$ cat src/shared/fss_pkg.sv
// Constants, register map and types for the fault and sync supervisor
package fss_pkg;
    // Clock and timing
    localparam int unsigned CLK_MHZ      = 20;
    localparam int unsigned SYNC_LOW_NS  = 500;
    localparam int unsigned SYNC_LOW_CYC = (SYNC_LOW_NS * CLK_MHZ + 999) / 1000;
    localparam int unsigned TB_PER_NS    = 10000;
    localparam int unsigned TB_PER_CYC   = (TB_PER_NS * CLK_MHZ) / 1000;
    localparam int unsigned TB_LOW_NS    = 1000;
    localparam int unsigned TB_LOW_CYC   = (TB_LOW_NS * CLK_MHZ + 999) / 1000;
    localparam int unsigned TICK_NS      = 1000;
    localparam int unsigned TICK_CYC     = (TICK_NS * CLK_MHZ) / 1000;
    localparam int unsigned TON_MIN_NS   = 90;
    localparam int unsigned TON_MIN_CYC  = (TON_MIN_NS * CLK_MHZ + 999) / 1000;
    localparam int unsigned FMIN_KHZ     = 200;
    localparam int unsigned FMAX_KHZ     = 1000;
    localparam int unsigned PER_MAX_CYC  = (CLK_MHZ * 1000) / FMIN_KHZ;
    localparam int unsigned PER_MIN_CYC  = (CLK_MHZ * 1000 + FMAX_KHZ - 1) / FMAX_KHZ;
    localparam int unsigned IDLE_CYC     = 2 * PER_MAX_CYC;
    // Die temperature thresholds in degrees C
    localparam logic [7:0] HOT_C  = 8'h82;
    localparam logic [7:0] COOL_C = 8'h78;
    // Register byte offsets
    localparam logic [7:0] OFS_CTRL  = 8'h00;
    localparam logic [7:0] OFS_FSRC  = 8'h04;
    localparam logic [7:0] OFS_FRESP = 8'h08;
    localparam logic [7:0] OFS_RETRY = 8'h0c;
    localparam logic [7:0] OFS_PHASE = 8'h10;
    localparam logic [7:0] OFS_MODE  = 8'h14;
    localparam logic [7:0] OFS_NOMP  = 8'h18;
    localparam logic [7:0] OFS_VSTAT = 8'h1c;
    localparam logic [7:0] OFS_AMASK = 8'h20;
    localparam logic [7:0] OFS_PADS  = 8'h24;
    localparam logic [7:0] OFS_LOG   = 8'h28;
    localparam logic [7:0] OFS_PEAK  = 8'h2c;
    localparam logic [7:0] OFS_TEMP  = 8'h30;
    // Field positions
    localparam int unsigned B_LOG_EN  = 0;
    localparam int unsigned B_SYNC_EN = 1;
    localparam int unsigned B_PAGE    = 2;
    localparam int unsigned B_TMETH   = 5;
    localparam int unsigned B_LOCK    = 4;
    localparam int unsigned B_CLKING  = 10;
    // Reset values
    localparam logic [7:0]  NOMP_RST  = 8'h28;
    localparam logic [15:0] RETRY_RST = 16'h0064;
    // Fault responses
    localparam logic [1:0] RSP_IGN   = 2'h0;
    localparam logic [1:0] RSP_LATCH = 2'h1;
    localparam logic [1:0] RSP_RETRY = 2'h2;
    typedef enum logic [1:0] {ST_RUN, ST_LATCH, ST_WAIT} fss_ch_e;
endpackage

$ cat src/rtl/fss_top.sv
// Fault response, NVM thermal guard and sync oversight for two channels
//
// Function
// RULE1: Each fault line selects which of OV, UV, OC, OT, timing, peak OC report.
// RULE2: A fault line pulled low by another party counts as a fault.
// RULE3: Per channel response: ignore, shut down and latch, or shut down and retry.
// RULE4: Output overvoltage forces that channel's switch node low, always.
// RULE5: With logging on, a fault that shuts a channel down stores log data.
// RULE6: Peak values sit in the log header and can be read any time.
// RULE7: Block NVM above 130 C until die temperature falls below 120 C.
// RULE8: Own sync output holds the line low for 500 ns each cycle.
// RULE9: Timebase line runs at 10 us period, low 1 us each period.
// RULE10: Internal oscillator locks to sync falling edge, edge-sensitive, no harmonics.
// RULE11: Channel phase after sync fall comes from low 3 bits of phase setup.
// RULE12: Software should space multiphase channels evenly.
// RULE13: Lock is guaranteed for sync between 200 kHz and 1 MHz.
// RULE14: Lock lost in operation sets status bit 4 and pulls alert low.
// RULE15: Writing one to status bit 4 clears it.
// RULE16: Masked lock-loss fault does not assert alert.
// RULE17: Without sync clock, switching runs at the nominal programmed period.
// RULE18: Idle sync line reads as bit 10 low in pad readback.
// RULE19: Only one device on a shared sync line drives it.
// RULE20: On-time under minimum skips cycles but keeps regulating.
// RULE21: Bit 5 of operating setup selects the remote temperature method.
// RULE22: Remote sensor reading returns through the paged temperature read.
// RULE23: Retry starts a timer at shutdown, re-enables on expiry, repeats on recurrence.
`timescale 1ns/1ps
`default_nettype none
module fss_top
    import fss_pkg::*;
(
    // Clock and reset
    input  wire logic        ref_clk,
    input  wire logic        reset,
    // APB slave
    input  wire logic        psel,
    input  wire logic        penable,
    input  wire logic        pwrite,
    input  wire logic [7:0]  paddr,
    input  wire logic [31:0] pwdata,
    output logic [31:0]      prdata,
    output logic             pready,
    output logic             pslverr,
    // Fault detectors, bit0 OV, then UV, OC, OT, timing, peak OC
    input  wire logic [5:0]  fault_ev0,
    input  wire logic [5:0]  fault_ev1,
    // Shared fault lines (open drain)
    input  wire logic [1:0]  fault_in,
    output logic [1:0]       fault_out,
    output logic [1:0]       fault_oe,
    // Sync line (open drain)
    input  wire logic        sync_in,
    output logic             sync_out,
    output logic             sync_oe,
    // Timebase line (open drain)
    output logic             tb_out,
    output logic             tb_oe,
    // Alert line (open drain)
    output logic             alert_out,
    output logic             alert_oe,
    // Power stage control
    input  wire logic [7:0]  on_req0,
    input  wire logic [7:0]  on_req1,
    output logic [1:0]       chan_en,
    output logic [1:0]       switch_node_n_low,
    output logic [1:0]       pwm_hi,
    // Temperature
    input  wire logic [7:0]  die_temp,
    input  wire logic [11:0] remote_temp_input0,
    input  wire logic [11:0] remote_temp_input1,
    output logic             temp_method,
    output logic             nvm_block
);
    // Registers written by software
    logic        log_en_r, sync_en_r, page_r;
    logic [13:0] fsrc_r;
    logic [3:0]  fresp_r;
    logic [15:0] retry_wait_interval_r;
    logic [2:0]  pwm_phase_setup_r;
    logic        mode_r;
    logic [7:0]  nomp_r;
    logic        amask_r;
    logic        lock_lost_r;
    // Pin synchronisers
    logic [1:0]  flt_q1, flt_q2;
    logic [3:0]  own_oe_r;
    logic        syn_q1, syn_q2, syn_d;
    // Sync tracking
    logic [7:0]  per_cnt_r, meas_r, osc_r, per;
    logic        locked_r, clocking_r, fall;
    logic [7:0]  sync_cnt_r, tb_cnt_r, tick_cnt_r;
    logic        tick;
    // Channel state
    fss_ch_e     st_r [2];
    logic [15:0] tmr_r [2];
    logic [8:0]  acc_r [2];
    logic [8:0]  hi_r [2];
    logic [5:0]  fev [2];
    logic [7:0]  onr [2];
    logic [1:0]  hit, ext_low, rsp_wr;
    logic [13:0] log_r;
    logic [11:0] peak0_r, peak1_r;
    // APB decode
    logic        acc_ph, wr_en, rd_ok;
    logic [31:0] rd_mux;

    assign fev[0] = fault_ev0;
    assign fev[1] = fault_ev1;
    assign onr[0] = on_req0;
    assign onr[1] = on_req1;

    // Offset of a channel's start point inside the switching period
    function automatic logic [7:0] phase_off(input logic [7:0] p, input logic [2:0] c, input logic ch);
        logic [10:0] a;
        logic [8:0]  s;
        a = p * c;
        s = {1'b0, a[10:3]} + (ch ? {2'b0, p[7:1]} : 9'h000);
        if (s >= {1'b0, p}) begin
            s = s - {1'b0, p};
        end
        return s[7:0];
    endfunction

    // APB: one wait state, answer on the second access cycle
    assign acc_ph = psel & penable;
    assign wr_en  = acc_ph & pready & pwrite;
    assign rsp_wr = {wr_en && paddr == OFS_FRESP, wr_en && paddr == OFS_FRESP};

    always_comb begin
        rd_ok  = 1'b1;
        rd_mux = 32'h0;
        case (paddr)
            OFS_CTRL:  rd_mux = {29'h0, page_r, sync_en_r, log_en_r};
            OFS_FSRC:  rd_mux = {18'h0, fsrc_r};
            OFS_FRESP: rd_mux = {28'h0, fresp_r};
            OFS_RETRY: rd_mux = {16'h0, retry_wait_interval_r};
            OFS_PHASE: rd_mux = {29'h0, pwm_phase_setup_r};
            OFS_MODE:  rd_mux = {26'h0, mode_r, 5'h0};
            OFS_NOMP:  rd_mux = {24'h0, nomp_r};
            OFS_VSTAT: rd_mux = {27'h0, lock_lost_r, 4'h0};
            OFS_AMASK: rd_mux = {27'h0, amask_r, 4'h0};
            OFS_PADS:  rd_mux = {21'h0, clocking_r, 7'h0, syn_q2, flt_q2};
            OFS_LOG:   rd_mux = {18'h0, log_r};
            OFS_PEAK:  rd_mux = {4'h0, peak1_r, 4'h0, peak0_r}; // [RULE6]
            OFS_TEMP:  rd_mux = {20'h0, page_r ? remote_temp_input1 : remote_temp_input0}; // [RULE22]
            default:   rd_ok  = 1'b0;
        endcase
    end

    // Bus answer; unmapped addresses answer with pslverr and zero data
    always_ff @(posedge ref_clk or posedge reset) begin
        if (reset) begin
            pready  <= 1'b0;
            prdata  <= 32'h0;
            pslverr <= 1'b0;
        end else begin
            pready  <= acc_ph & ~pready;
            prdata  <= (acc_ph & ~pready & ~pwrite & rd_ok) ? rd_mux : 32'h0;
            pslverr <= acc_ph & ~pready & ~rd_ok;
        end
    end

    // Configuration registers
    always_ff @(posedge ref_clk or posedge reset) begin
        if (reset) begin
            log_en_r              <= 1'b0;
            sync_en_r             <= 1'b0;
            page_r                <= 1'b0;
            fsrc_r                <= 14'h0;
            fresp_r               <= 4'h0;
            retry_wait_interval_r <= RETRY_RST;
            pwm_phase_setup_r     <= 3'h0;
            mode_r                <= 1'b0;
            nomp_r                <= NOMP_RST;
            amask_r               <= 1'b0;
        end else if (wr_en) begin
            case (paddr)
                OFS_CTRL: begin
                    log_en_r  <= pwdata[B_LOG_EN];
                    sync_en_r <= pwdata[B_SYNC_EN];
                    page_r    <= pwdata[B_PAGE];
                end
                OFS_FSRC:  fsrc_r <= pwdata[13:0]; // [RULE1]
                OFS_FRESP: fresp_r <= pwdata[3:0];
                OFS_RETRY: retry_wait_interval_r <= pwdata[15:0];
                OFS_PHASE: pwm_phase_setup_r <= pwdata[2:0]; // [RULE11]
                OFS_MODE:  mode_r <= pwdata[B_TMETH]; // [RULE21]
                OFS_NOMP:  nomp_r <= pwdata[7:0];
                OFS_AMASK: amask_r <= pwdata[B_LOCK];
                default: begin
                end
            endcase
        end
    end

    // Two-flop synchronisers for the shared pins
    always_ff @(posedge ref_clk or posedge reset) begin
        if (reset) begin
            flt_q1 <= 2'h3;
            flt_q2 <= 2'h3;
            syn_q1 <= 1'b1;
            syn_q2 <= 1'b1;
            syn_d  <= 1'b1;
            own_oe_r <= 4'h0;
        end else begin
            flt_q1 <= fault_in;
            flt_q2 <= flt_q1;
            syn_q1 <= sync_in;
            syn_q2 <= syn_q1;
            syn_d  <= syn_q2;
            own_oe_r <= {own_oe_r[1:0], fault_oe};
        end
    end
    assign fall = syn_d & ~syn_q2; // [RULE10]

    // Sync period measurement and lock detect; only full periods count, so harmonics never lock
    always_ff @(posedge ref_clk or posedge reset) begin
        if (reset) begin
            per_cnt_r  <= 8'h0;
            meas_r     <= NOMP_RST;
            locked_r   <= 1'b0;
            clocking_r <= 1'b0;
        end else if (fall) begin
            per_cnt_r  <= 8'h1;
            meas_r     <= per_cnt_r;
            clocking_r <= 1'b1;
            locked_r   <= per_cnt_r >= 8'(PER_MIN_CYC) && per_cnt_r <= 8'(PER_MAX_CYC); // [RULE13]
        end else if (per_cnt_r >= 8'(IDLE_CYC)) begin
            clocking_r <= 1'b0; // [RULE18]
            locked_r   <= 1'b0;
        end else begin
            per_cnt_r <= per_cnt_r + 8'h1;
        end
    end

    // Lock loss flag: a new loss wins over a clearing write in the same cycle
    always_ff @(posedge ref_clk or posedge reset) begin
        if (reset) begin
            lock_lost_r <= 1'b0;
        end else if (locked_r && ((fall && !(per_cnt_r >= 8'(PER_MIN_CYC) && per_cnt_r <= 8'(PER_MAX_CYC)))
                     || (!fall && per_cnt_r >= 8'(IDLE_CYC)))) begin
            lock_lost_r <= 1'b1; // [RULE14]
        end else if (wr_en && paddr == OFS_VSTAT && pwdata[B_LOCK]) begin
            lock_lost_r <= 1'b0; // [RULE15]
        end
    end

    // Alert line follows the unmasked flag
    always_ff @(posedge ref_clk or posedge reset) begin
        if (reset) begin
            alert_oe <= 1'b0;
        end else begin
            alert_oe <= lock_lost_r & ~amask_r; // [RULE14] [RULE16]
        end
    end
    assign alert_out = 1'b0;

    // Internal oscillator: measured period when locked and own sync drive is off, else nominal
    assign per = (locked_r && !sync_en_r) ? meas_r : nomp_r; // [RULE17]
    always_ff @(posedge ref_clk or posedge reset) begin
        if (reset) begin
            osc_r <= 8'h0;
        end else if (fall && locked_r && !sync_en_r) begin
            osc_r <= 8'h1; // [RULE10]
        end else if (osc_r + 8'h1 >= per) begin
            osc_r <= 8'h0;
        end else begin
            osc_r <= osc_r + 8'h1;
        end
    end

    // Own sync drive; the driver never resyncs to its own edge
    always_ff @(posedge ref_clk or posedge reset) begin
        if (reset) begin
            sync_cnt_r <= 8'h0;
            sync_oe    <= 1'b0;
        end else if (sync_en_r && osc_r == 8'h0) begin
            sync_cnt_r <= 8'(SYNC_LOW_CYC - 1);
            sync_oe    <= 1'b1;
        end else if (sync_cnt_r != 8'h0) begin
            sync_cnt_r <= sync_cnt_r - 8'h1;
        end else begin
            sync_oe    <= 1'b0; // [RULE8]
        end
    end
    assign sync_out = 1'b0;

    // Timebase line and microsecond tick for the retry timers
    always_ff @(posedge ref_clk or posedge reset) begin
        if (reset) begin
            tb_cnt_r   <= 8'(TB_PER_CYC - 1);
            tb_oe      <= 1'b0;
            tick_cnt_r <= 8'h0;
            tick       <= 1'b0;
        end else begin
            tb_cnt_r   <= (tb_cnt_r == 8'(TB_PER_CYC - 1)) ? 8'h0 : tb_cnt_r + 8'h1;
            tb_oe      <= (tb_cnt_r == 8'(TB_PER_CYC - 1)) || (tb_cnt_r < 8'(TB_LOW_CYC - 1)); // [RULE9]
            tick_cnt_r <= (tick_cnt_r == 8'(TICK_CYC - 1)) ? 8'h0 : tick_cnt_r + 8'h1;
            tick       <= tick_cnt_r == 8'(TICK_CYC - 1);
        end
    end
    assign tb_out = 1'b0;

    // Fault sources; own drive is excluded so a channel does not trip on itself
    always_comb begin
        for (int c = 0; c < 2; c++) begin
            ext_low[c] = ~flt_q2[c] & ~fault_oe[c] & ~own_oe_r[c] & ~own_oe_r[c+2]; // [RULE2]
            hit[c]     = |(fev[c] & fsrc_r[c*8 +: 6]) | ext_low[c]; // [RULE1]
        end
    end

    // Per channel response state machine
    always_ff @(posedge ref_clk or posedge reset) begin
        if (reset) begin
            for (int c = 0; c < 2; c++) begin
                st_r[c]  <= ST_RUN;
                tmr_r[c] <= 16'h0;
            end
        end else begin
            for (int c = 0; c < 2; c++) begin
                case (st_r[c])
                    ST_RUN: begin
                        if (hit[c] && fresp_r[c*2 +: 2] == RSP_LATCH) begin
                            st_r[c] <= ST_LATCH; // [RULE3]
                        end else if (hit[c] && fresp_r[c*2 +: 2] == RSP_RETRY) begin
                            st_r[c]  <= ST_WAIT; // [RULE23]
                            tmr_r[c] <= retry_wait_interval_r;
                        end
                    end
                    ST_LATCH: begin
                        if (rsp_wr[c]) begin
                            st_r[c] <= ST_RUN;
                        end
                    end
                    ST_WAIT: begin
                        if (tick && tmr_r[c] == 16'h0) begin
                            st_r[c] <= ST_RUN; // [RULE23]
                        end else if (tick) begin
                            tmr_r[c] <= tmr_r[c] - 16'h1;
                        end
                    end
                    default: st_r[c] <= ST_RUN;
                endcase
            end
        end
    end

    // Channel enables, fault line drive and OV switch-node clamp
    always_ff @(posedge ref_clk or posedge reset) begin
        if (reset) begin
            chan_en           <= 2'h0;
            fault_oe          <= 2'h0;
            switch_node_n_low <= 2'h0;
        end else begin
            for (int c = 0; c < 2; c++) begin
                chan_en[c]           <= st_r[c] == ST_RUN && !(hit[c] && fresp_r[c*2 +: 2] != RSP_IGN);
                fault_oe[c]          <= st_r[c] != ST_RUN;
                switch_node_n_low[c] <= fev[c][0] | (st_r[c] != ST_RUN); // [RULE4]
            end
        end
    end
    assign fault_out = 2'h0;

    // Fault log capture at shutdown and peak temperatures in the header
    always_ff @(posedge ref_clk or posedge reset) begin
        if (reset) begin
            log_r   <= 14'h0;
            peak0_r <= 12'h0;
            peak1_r <= 12'h0;
        end else begin
            for (int c = 0; c < 2; c++) begin
                if (log_en_r && st_r[c] == ST_RUN && hit[c] && fresp_r[c*2 +: 2] != RSP_IGN) begin
                    log_r <= {1'b1, 1'(c), ext_low[c], 5'h0, fev[c] & fsrc_r[c*8 +: 6]}; // [RULE5]
                end
            end
            if (remote_temp_input0 > peak0_r) begin
                peak0_r <= remote_temp_input0; // [RULE6]
            end
            if (remote_temp_input1 > peak1_r) begin
                peak1_r <= remote_temp_input1;
            end
        end
    end

    // Switching starts with on-time accumulation: short pulses are skipped, not lost
    always_ff @(posedge ref_clk or posedge reset) begin
        if (reset) begin
            for (int c = 0; c < 2; c++) begin
                acc_r[c] <= 9'h0;
                hi_r[c]  <= 9'h0;
            end
            pwm_hi <= 2'h0;
        end else begin
            for (int c = 0; c < 2; c++) begin
                if (!chan_en[c] || switch_node_n_low[c]) begin
                    acc_r[c] <= 9'h0;
                    hi_r[c]  <= 9'h0;
                end else if (osc_r == phase_off(per, pwm_phase_setup_r, 1'(c))) begin
                    if (acc_r[c] + {1'b0, onr[c]} >= 9'(TON_MIN_CYC)) begin
                        hi_r[c]  <= acc_r[c] + {1'b0, onr[c]};
                        acc_r[c] <= 9'h0;
                    end else begin
                        acc_r[c] <= acc_r[c] + {1'b0, onr[c]}; // [RULE20]
                    end
                end else if (hi_r[c] != 9'h0) begin
                    hi_r[c] <= hi_r[c] - 9'h1;
                end
                pwm_hi[c] <= chan_en[c] && hi_r[c] != 9'h0 && !fev[c][0] && !switch_node_n_low[c];
            end
        end
    end

    // Thermal guard with hysteresis, and sensor method output
    always_ff @(posedge ref_clk or posedge reset) begin
        if (reset) begin
            nvm_block   <= 1'b0;
            temp_method <= 1'b0;
        end else begin
            temp_method <= mode_r; // [RULE21]
            if (die_temp > HOT_C) begin
                nvm_block <= 1'b1; // [RULE7]
            end else if (die_temp < COOL_C) begin
                nvm_block <= 1'b0;
            end
        end
    end
endmodule
`default_nettype wire

$ cat config.mk
export PLATFORM = sky130hd
export DESIGN_NAME = fss_top
export DESIGN_NICKNAME = d
export VERILOG_FILES = /design/src/shared/fss_pkg.sv /design/src/rtl/fss_top.sv
export SDC_FILE = /design/constraint.sdc
export NUM_CORES = 1
export LEC_CHECK = 0
export BUFFER_PORTS_ARGS = -buffer_cell sky130_fd_sc_hd__buf_4
export CAP_MARGIN = 20
export CORE_ASPECT_RATIO = 1.5
export CORE_UTILIZATION = 40
export CTS_CLUSTER_SIZE = 20
export DETAILED_ROUTE_END_ITERATION = 8
export SLEW_MARGIN = 20
export SYNTH_ARGS = -nofsm -noshare
export SYNTH_HDL_FRONTEND = slang
export SYNTH_SLANG_ARGS = --single-unit
$ cat constraint.sdc
create_clock -name ref_clk -period 9.2 [get_ports ref_clk]
set_clock_uncertainty 0.1 [all_clocks]
set_input_delay 0.46 -clock ref_clk [delete_from_list [all_inputs] [get_ports ref_clk]]
set_output_delay 0.46 -clock ref_clk [all_outputs]
set_load 0.02 [all_outputs]
* Yosys cells after proc, flatten, opt, wreduce, memory -nomap -nowiden
Cells that the tools add are included.
** Cells by class
- Multipliers :: 1
- Multiplexer cells :: 61
- Add/sub/neg operators :: 14
- Bitwise operators :: 34
- Eq/ne operators :: 42
- $lt $le $gt $ge :: 13
- Reductions and logical operators :: 89
** Operators with widths (count)
- case mux 28 bit (13 select lines) :: 1
- 2-to-1 mux 16 bit :: 8
- 2-to-1 mux 9 bit :: 14
- 2-to-1 mux 8 bit :: 13
- case mux 16 bit (2 select lines) :: 2
- equality test 8 x 5 -> 1 bit (second input constant) :: 5
- equality test 8 x 6 -> 1 bit (second input constant) :: 5
- logical AND 1 bit :: 33
- adder 8 x 1 -> 8 bit (second input constant) :: 4
- zero test 16 bit :: 2
- 2-to-1 mux 32 bit :: 1
- subtractor 16 x 1 -> 16 bit (second input constant) :: 2
- 2-to-1 mux 14 bit :: 2
- inequality test 2 bit (second input constant) :: 14
- nonzero test 2 bit :: 13
- greater-than comparator 12 bit :: 2
- AND reduction 2 bit :: 10
- adder 9 x 8 -> 9 bit :: 2
- greater-or-equal comparator 9 x 2 -> 1 bit (second input constant) :: 2
- nonzero test 9 bit :: 2
- subtractor 9 x 1 -> 9 bit (second input constant) :: 2
- equality test 8 x 4 -> 1 bit (second input constant) :: 2
- equality test 8 bit :: 2
- greater-or-equal comparator 8 bit :: 2
- other kinds (35) :: 109
** Word-level totals
- Output and inout port bits :: 52
- Logic and storage cells :: 303
- Bits in registers :: 270

* Depth between registers and ports, before layout
- Word-level depth :: 11
- Mapped depth :: 29
- Gate-level depth less buffers :: 27

* Worst setup path before layout
OpenSTA, ideal clock, no wires.
- Path type :: register -> register
- Start point :: register sync_en_r
- End point :: register hi_r[5] (netlist bit)
- Cell stages (with the launch flop) :: 27
- Data arrival time :: 5.853 ns
- Period minus slack after synthesis :: 6.092 ns
- Path buffers :: 3
- Setup time :: 0.140 ns
- Slack :: 3.108 ns
- Path through :: dfrtp_1 nand2b_1 buf_6 mux2_4 and2_1 fa_1 and2_1 nand3_1 fa_1 xor2_1 inv_1 ha_1 a211o_1 a21oi_1 o21ai_0 and2_1 ha_1 clkbuf_1 o21a_1 nor2_1 or3_1 a211oi_1 mux2_2 nand3_2 buf_2 o211ai_1 o221ai_1
** Between the ends
- Word-level cells in the longest chain between the ends :: 11
- Elaborated cells between the ends (all ways) :: 15
- Those cells by class :: add/sub (2); mul (1); order compare (1); eq/ne (2); mux (5); reduce/logical (4)
** RTL lines
- start, declared :: line fss_top.sv:75 : logic log_en_r, sync_en_r, page_r;
- start signal, assigned :: line fss_top.sv:180 : sync_en_r <= pwdata[B_SYNC_EN];
- zero test 1 bit * :: line fss_top.sv:259 : assign per = (locked_r && !sync_en_r) ? meas_r : nomp_r;
- logical AND 1 bit * :: line fss_top.sv:259
- 2-to-1 mux 8 bit * :: line fss_top.sv:259
- multiplier 8 x 3 -> 11 bit :: line fss_top.sv:116 : a = p * c;
- adder 8 x 7 -> 9 bit :: line fss_top.sv:117 : s = {1'b0, a[10:3]} + (ch ? {2'b0, p[7:1]} : 9'h000);
- subtractor 8 bit / greater-or-equal comparator 9 x 8 -> 1 bit (equally long branches) :: line fss_top.sv:119, fss_top.sv:118
- 2-to-1 mux 8 bit * :: line fss_top.sv:118 : if (s >= {1'b0, p}) begin
- 2-to-1 mux 8 bit * :: line fss_top.sv:395 : if (!chan_en[c] || switch_node_n_low[c]) begin
- equality test 8 bit * :: line fss_top.sv:398 : end else if (osc_r == phase_off(per, pwm_phase_setup_r, 1'(c))) begin
- inequality test 3 x 2 -> 1 bit (no line), or another cell as far along
- AND reduction 2 bit (no line) / 2-to-1 mux 9 bit (equally long branches)
- end signal, assigned by index :: line fss_top.sv:400 : hi_r[c] <= acc_r[c] + {1'b0, onr[c]};
- end signal, assigned by index :: line fss_top.sv:406 : hi_r[c] <= hi_r[c] - 9'h1;
- end, declared :: line fss_top.sv:97 : logic [8:0] hi_r [2];
Mark *: on every way between the ends. The rest lies on a longest branch, timed or not. The select of a mux whose other input is x is not followed.
A chain may end at the register's enable or synchronous reset.

* Worst setup path after layout
- Start point :: register sync_en_r
- End point :: register hi_r[1] (netlist bit)
The elaborated chain is that of the path after synthesis.

==> flow_metrics.tcl <==
set metrics [dict create \
    worst_ep_required_time_ns 9.57 \
    cts.repair.resized 0 \
    finalWirelength_um 42700 \
    worst_path_cell_with_the_longest_stage_delay "nor2b_1" \
    report.final.slew_viol_count 0 \
    reg2reg_from "sync_en_r" \
    final.min_clock_period_ns 7.36 \
    critical-path-top-cell-by-count "nand2_1" \
    gpl.final_weighted_congestion 0.906 \
    placementRows 88 \
    critical_path.endpoint_type "flop" \
    clock_insertion_delay_worst_skew_ns 0.56 \
    fp.dieH_um 245 \
    vias 12800 \
    net_count_of_the_finished_layout 1987 \
    floorplan.core_area_um2 38600 \
    crit_arrival_ns 7.73 \
    worstPathMaxFanout 23 \
    outcome "finished clean" \
    detailed_place_hpwl_um 32100 \
    yosys_warning_total 0 \
    yosys.cell_types.count 91 \
    holdCritPathClass "in -> reg" \
    power.leakage_nw 8.47 \
    drt_iter0_drc 813 \
    final-hold-violation-count 0 \
    critical-path-top-delay-family "simple AND/OR/NAND/NOR gates" \
    num_io_pins 160 \
    ys_seq_area_share_pct 41.6 \
    max_freq_mhz 136 \
    end_point_of_the_worst_hold_path "peak0_r[9]" \
    setup_viol_count_final 0 \
    cts_post_setup_buffers_inserted 0 \
    clockBufferDepth 3 \
    first_pass_iters 6 \
    rsz0062_at_grt "false" \
    worstSetupPathType "reg -> reg" \
    worst-r2r-cell-count 25 \
    startpoint_type "flop" \
    final_core_util_pct 47.0 \
    grt_antenna_before_repair 0 \
    finalHoldWorstSlack_ns 0.0339 \
    cts_root_buf "clkbuf_16" \
    antenna_cells_inserted 0 \
    fin_crit_sh_pct 80.0 \
    post_synth_instance_area_um2 15800 \
    ys_ff_latch 261 \
    regToRegSetupSlack_ns 1.84 \
    maxCapViolCount 0 \
    holdCritStartpoint "remote_temp_input0[9]" \
    synth_edf_count 0 \
    synthArstFlopShare_pct 100 \
    tightest_slew_ns 1.00 \
    fin_setup_tns_ns 0 \
    numPortBuffers 134 \
    post_synthesis_cell_count 1657 \
    ir_worst_vdd_v 0.000148 \
    synthesis.area_per_instance_um2 9.52 \
    worstReg2RegEnd "hi_r[1]" \
    detail_route.drc_violations 0 \
    clkSlewWorstSetupHoldPaths_ns 0.06 \
    grt_first_pass_wirelength_um 67900 \
    tritoncts "done" \
    via_count_of_the_first_global_routing_pass 12700 \
    clock_buffer_count_from_cts 28 \
    max_slew_margin_pct 33.2 \
    stdcell_area_um2 18200 \
    grt_usage_pct 21.3 \
    htree_levels 1 \
    tritoncts_num_sinks 261 \
    grt_remaining_overflow 0 \
    whs_path_depth 3 \
    synth_top_flop_cell "dfrtp_1" \
    area_growth_syn_to_layout_pct 15.2 \
    wl_per_cell_um 18.6 \
    critical_path_buf_inv_count 2 \
    finalPower_mw 3.31 \
    chipWidth_um 164 \
    placedInstanceArea_um2 17200 \
    power_density_nw_per_um2 182 \
    critical-path-max-stage-delay_ns 0.67 \
    final_layout_size_suffix_gt1_share_pct 16.9 \
    die_area_um2 40200 \
    largest_net_degree_at_the_start_of_global_routing 109 \
    via_per_inst 5.60 \
    antenna_left 0 \
    initial_utilization_pct 40.8 \
]
[worst register-to-register path, stage by stage (launching register included)]
cell	delay [ns]
dfrtp_1	0.46
nor2b_1	0.67
nand2_1	0.12
nand2_1	0.21
nand2_1	0.11
fa_1	0.57
inv_1	0.05
ha_1	0.35
or2_2	0.35
and3_1	0.19
nand4_1	0.10
mux2i_1	0.24
nand2_1	0.13
ha_1	0.45
o21a_1	0.18
o21ai_0	0.12
a311oi_1	0.45
inv_1	0.09
ha_1	0.35
a21o_1	0.22
a221oi_4	0.28
nand2_2	0.15
o311ai_4	0.32
nand3_2	0.44
o31a_1	0.43
a31oi_1	0.16
[metal layers]
| metal | global-route usage [%] | share of wire [%] |
|---|---|---|
| met5 | 0 | 0 |
| met4 | 7.60 | 3.2 |
| met3 | 2.03 | 3.3 |
| met2 | 40.1 | 53 |
| met1 | 24.7 | 40 |
[cell families (layout without fill, tap and decap cells)]
kind of cell / Yosys count / after routing / synth area share [%]
flops: 261 / 261 / 41.6
buf+inv: 165 / 298 / 4.33
fa+ha+maj: 103 / 103 / 8.74
other cells: 1 / 9 / 0.0238
simple gates: 576 / 576 / 18.2
xor+xnor: 77 / 77 / 4.68
compound gates: 384 / 384 / 16.1
mux: 90 / 90 / 6.37
[layout by cell type, fill, tap and decap left out, drive strengths merged, types with 44 or more instances in the layout]
| master | netlist | final |
|---|---|---|
| mux2 | 70 | 70 |
| nor3 | 56 | 56 |
| nand2 | 146 | 146 |
| nand3 | 48 | 48 |
| a21oi | 99 | 99 |
| ha | 91 | 91 |
| o21ai | 94 | 94 |
| dfrtp | 242 | 242 |
| inv | 94 | 94 |
| buf | 19 | 148 |
| nor2 | 136 | 136 |
| xnor2 | 44 | 44 |
| clkbuf | 52 | 44 |
[power breakdown]
group / internal (mW) / total [mW] / switching [mW]
registers: 1.27 / 1.36 / 0.0963
clock network: 0.649 / 1.13 / 0.483
logic: 0.346 / 0.812 / 0.466
total: 2.26 / 3.31 / 1.04
[cell type report]
class | instances | area, um^2
inverter | 94 | 360
fill | 3685 | 20500
clock buffer | 44 | 832
sequential | 261 | 6560
timing repair buffer | 152 | 1160
tap | 495 | 619
multi-input combinational | 1239 | 8570
clock inverter | 8 | 78.8
[worst max-delay path by stage]
| stage | slack, ns | startpoint | endpoint | cells past startpoint |
|---|---|---|---|---|
| final | 1.84 | sync_en_r | hi_r[1] | 25 |
| after global routing | 1.27 | sync_en_r | hi_r[1] | 25 |
| after CTS | 1.85 | sync_en_r | hi_r[1] | 26 |
| after detailed placement | 1.88 | sync_en_r | hi_r[1] | 26 |
| after global placement | 1.93 | sync_en_r | hi_r[1] | 26 |
| after floorplan | 1.49 | reset | acc_r[0] | 1 |
[cells in the mapped netlist (all sizes together), types with 20 or more instances]
cell type  count  share of area, %
a31oi         22              0.91
xor2          29               1.6
mux2i         20               1.3
and3          26               1.0
ha            91               7.2
inv           94               2.2
dfrtp        242                38
a21o          30               1.4
o21ai         94               3.0
nand4         21              0.83
and2          20              0.79
nor2b         27               1.1
a22oi         28               1.3
nand2        146               3.5
a21oi         99               3.1
mux2          70               5.0
nand3         48               1.6
clkbuf        52               1.3
nor3          56               1.8
xnor2         44               2.5
nor2         136               3.2
[state kept, by name, summed over array words and instances (netlist names), 12 cells and up]
| register | cells |
|---|---|
| acc_r | 18 |
| fsrc_r | 14 |
| hi_r | 18 |
| peak0_r | 12 |
| peak1_r | 12 |
| prdata | 28 |
| retry_wait_interval_r | 16 |
| tmr_r | 32 |
[what timing repair did]
item	CTS	global route
endpoints found under the hold margin	102	0
hold buffers	4	0
setup endpoints to repair	0	0
[stage by stage]
stage	setup WS, ns	cells
3_3_place_gp	1.93	2236
6_report	1.84	2293
4_1_cts	1.85	2292
2_1_floorplan	1.49	1665
3_5_place_dp	1.88	2236
5_1_grt	1.27	2293
No activity file was read; power rests on OpenSTA's default activity.
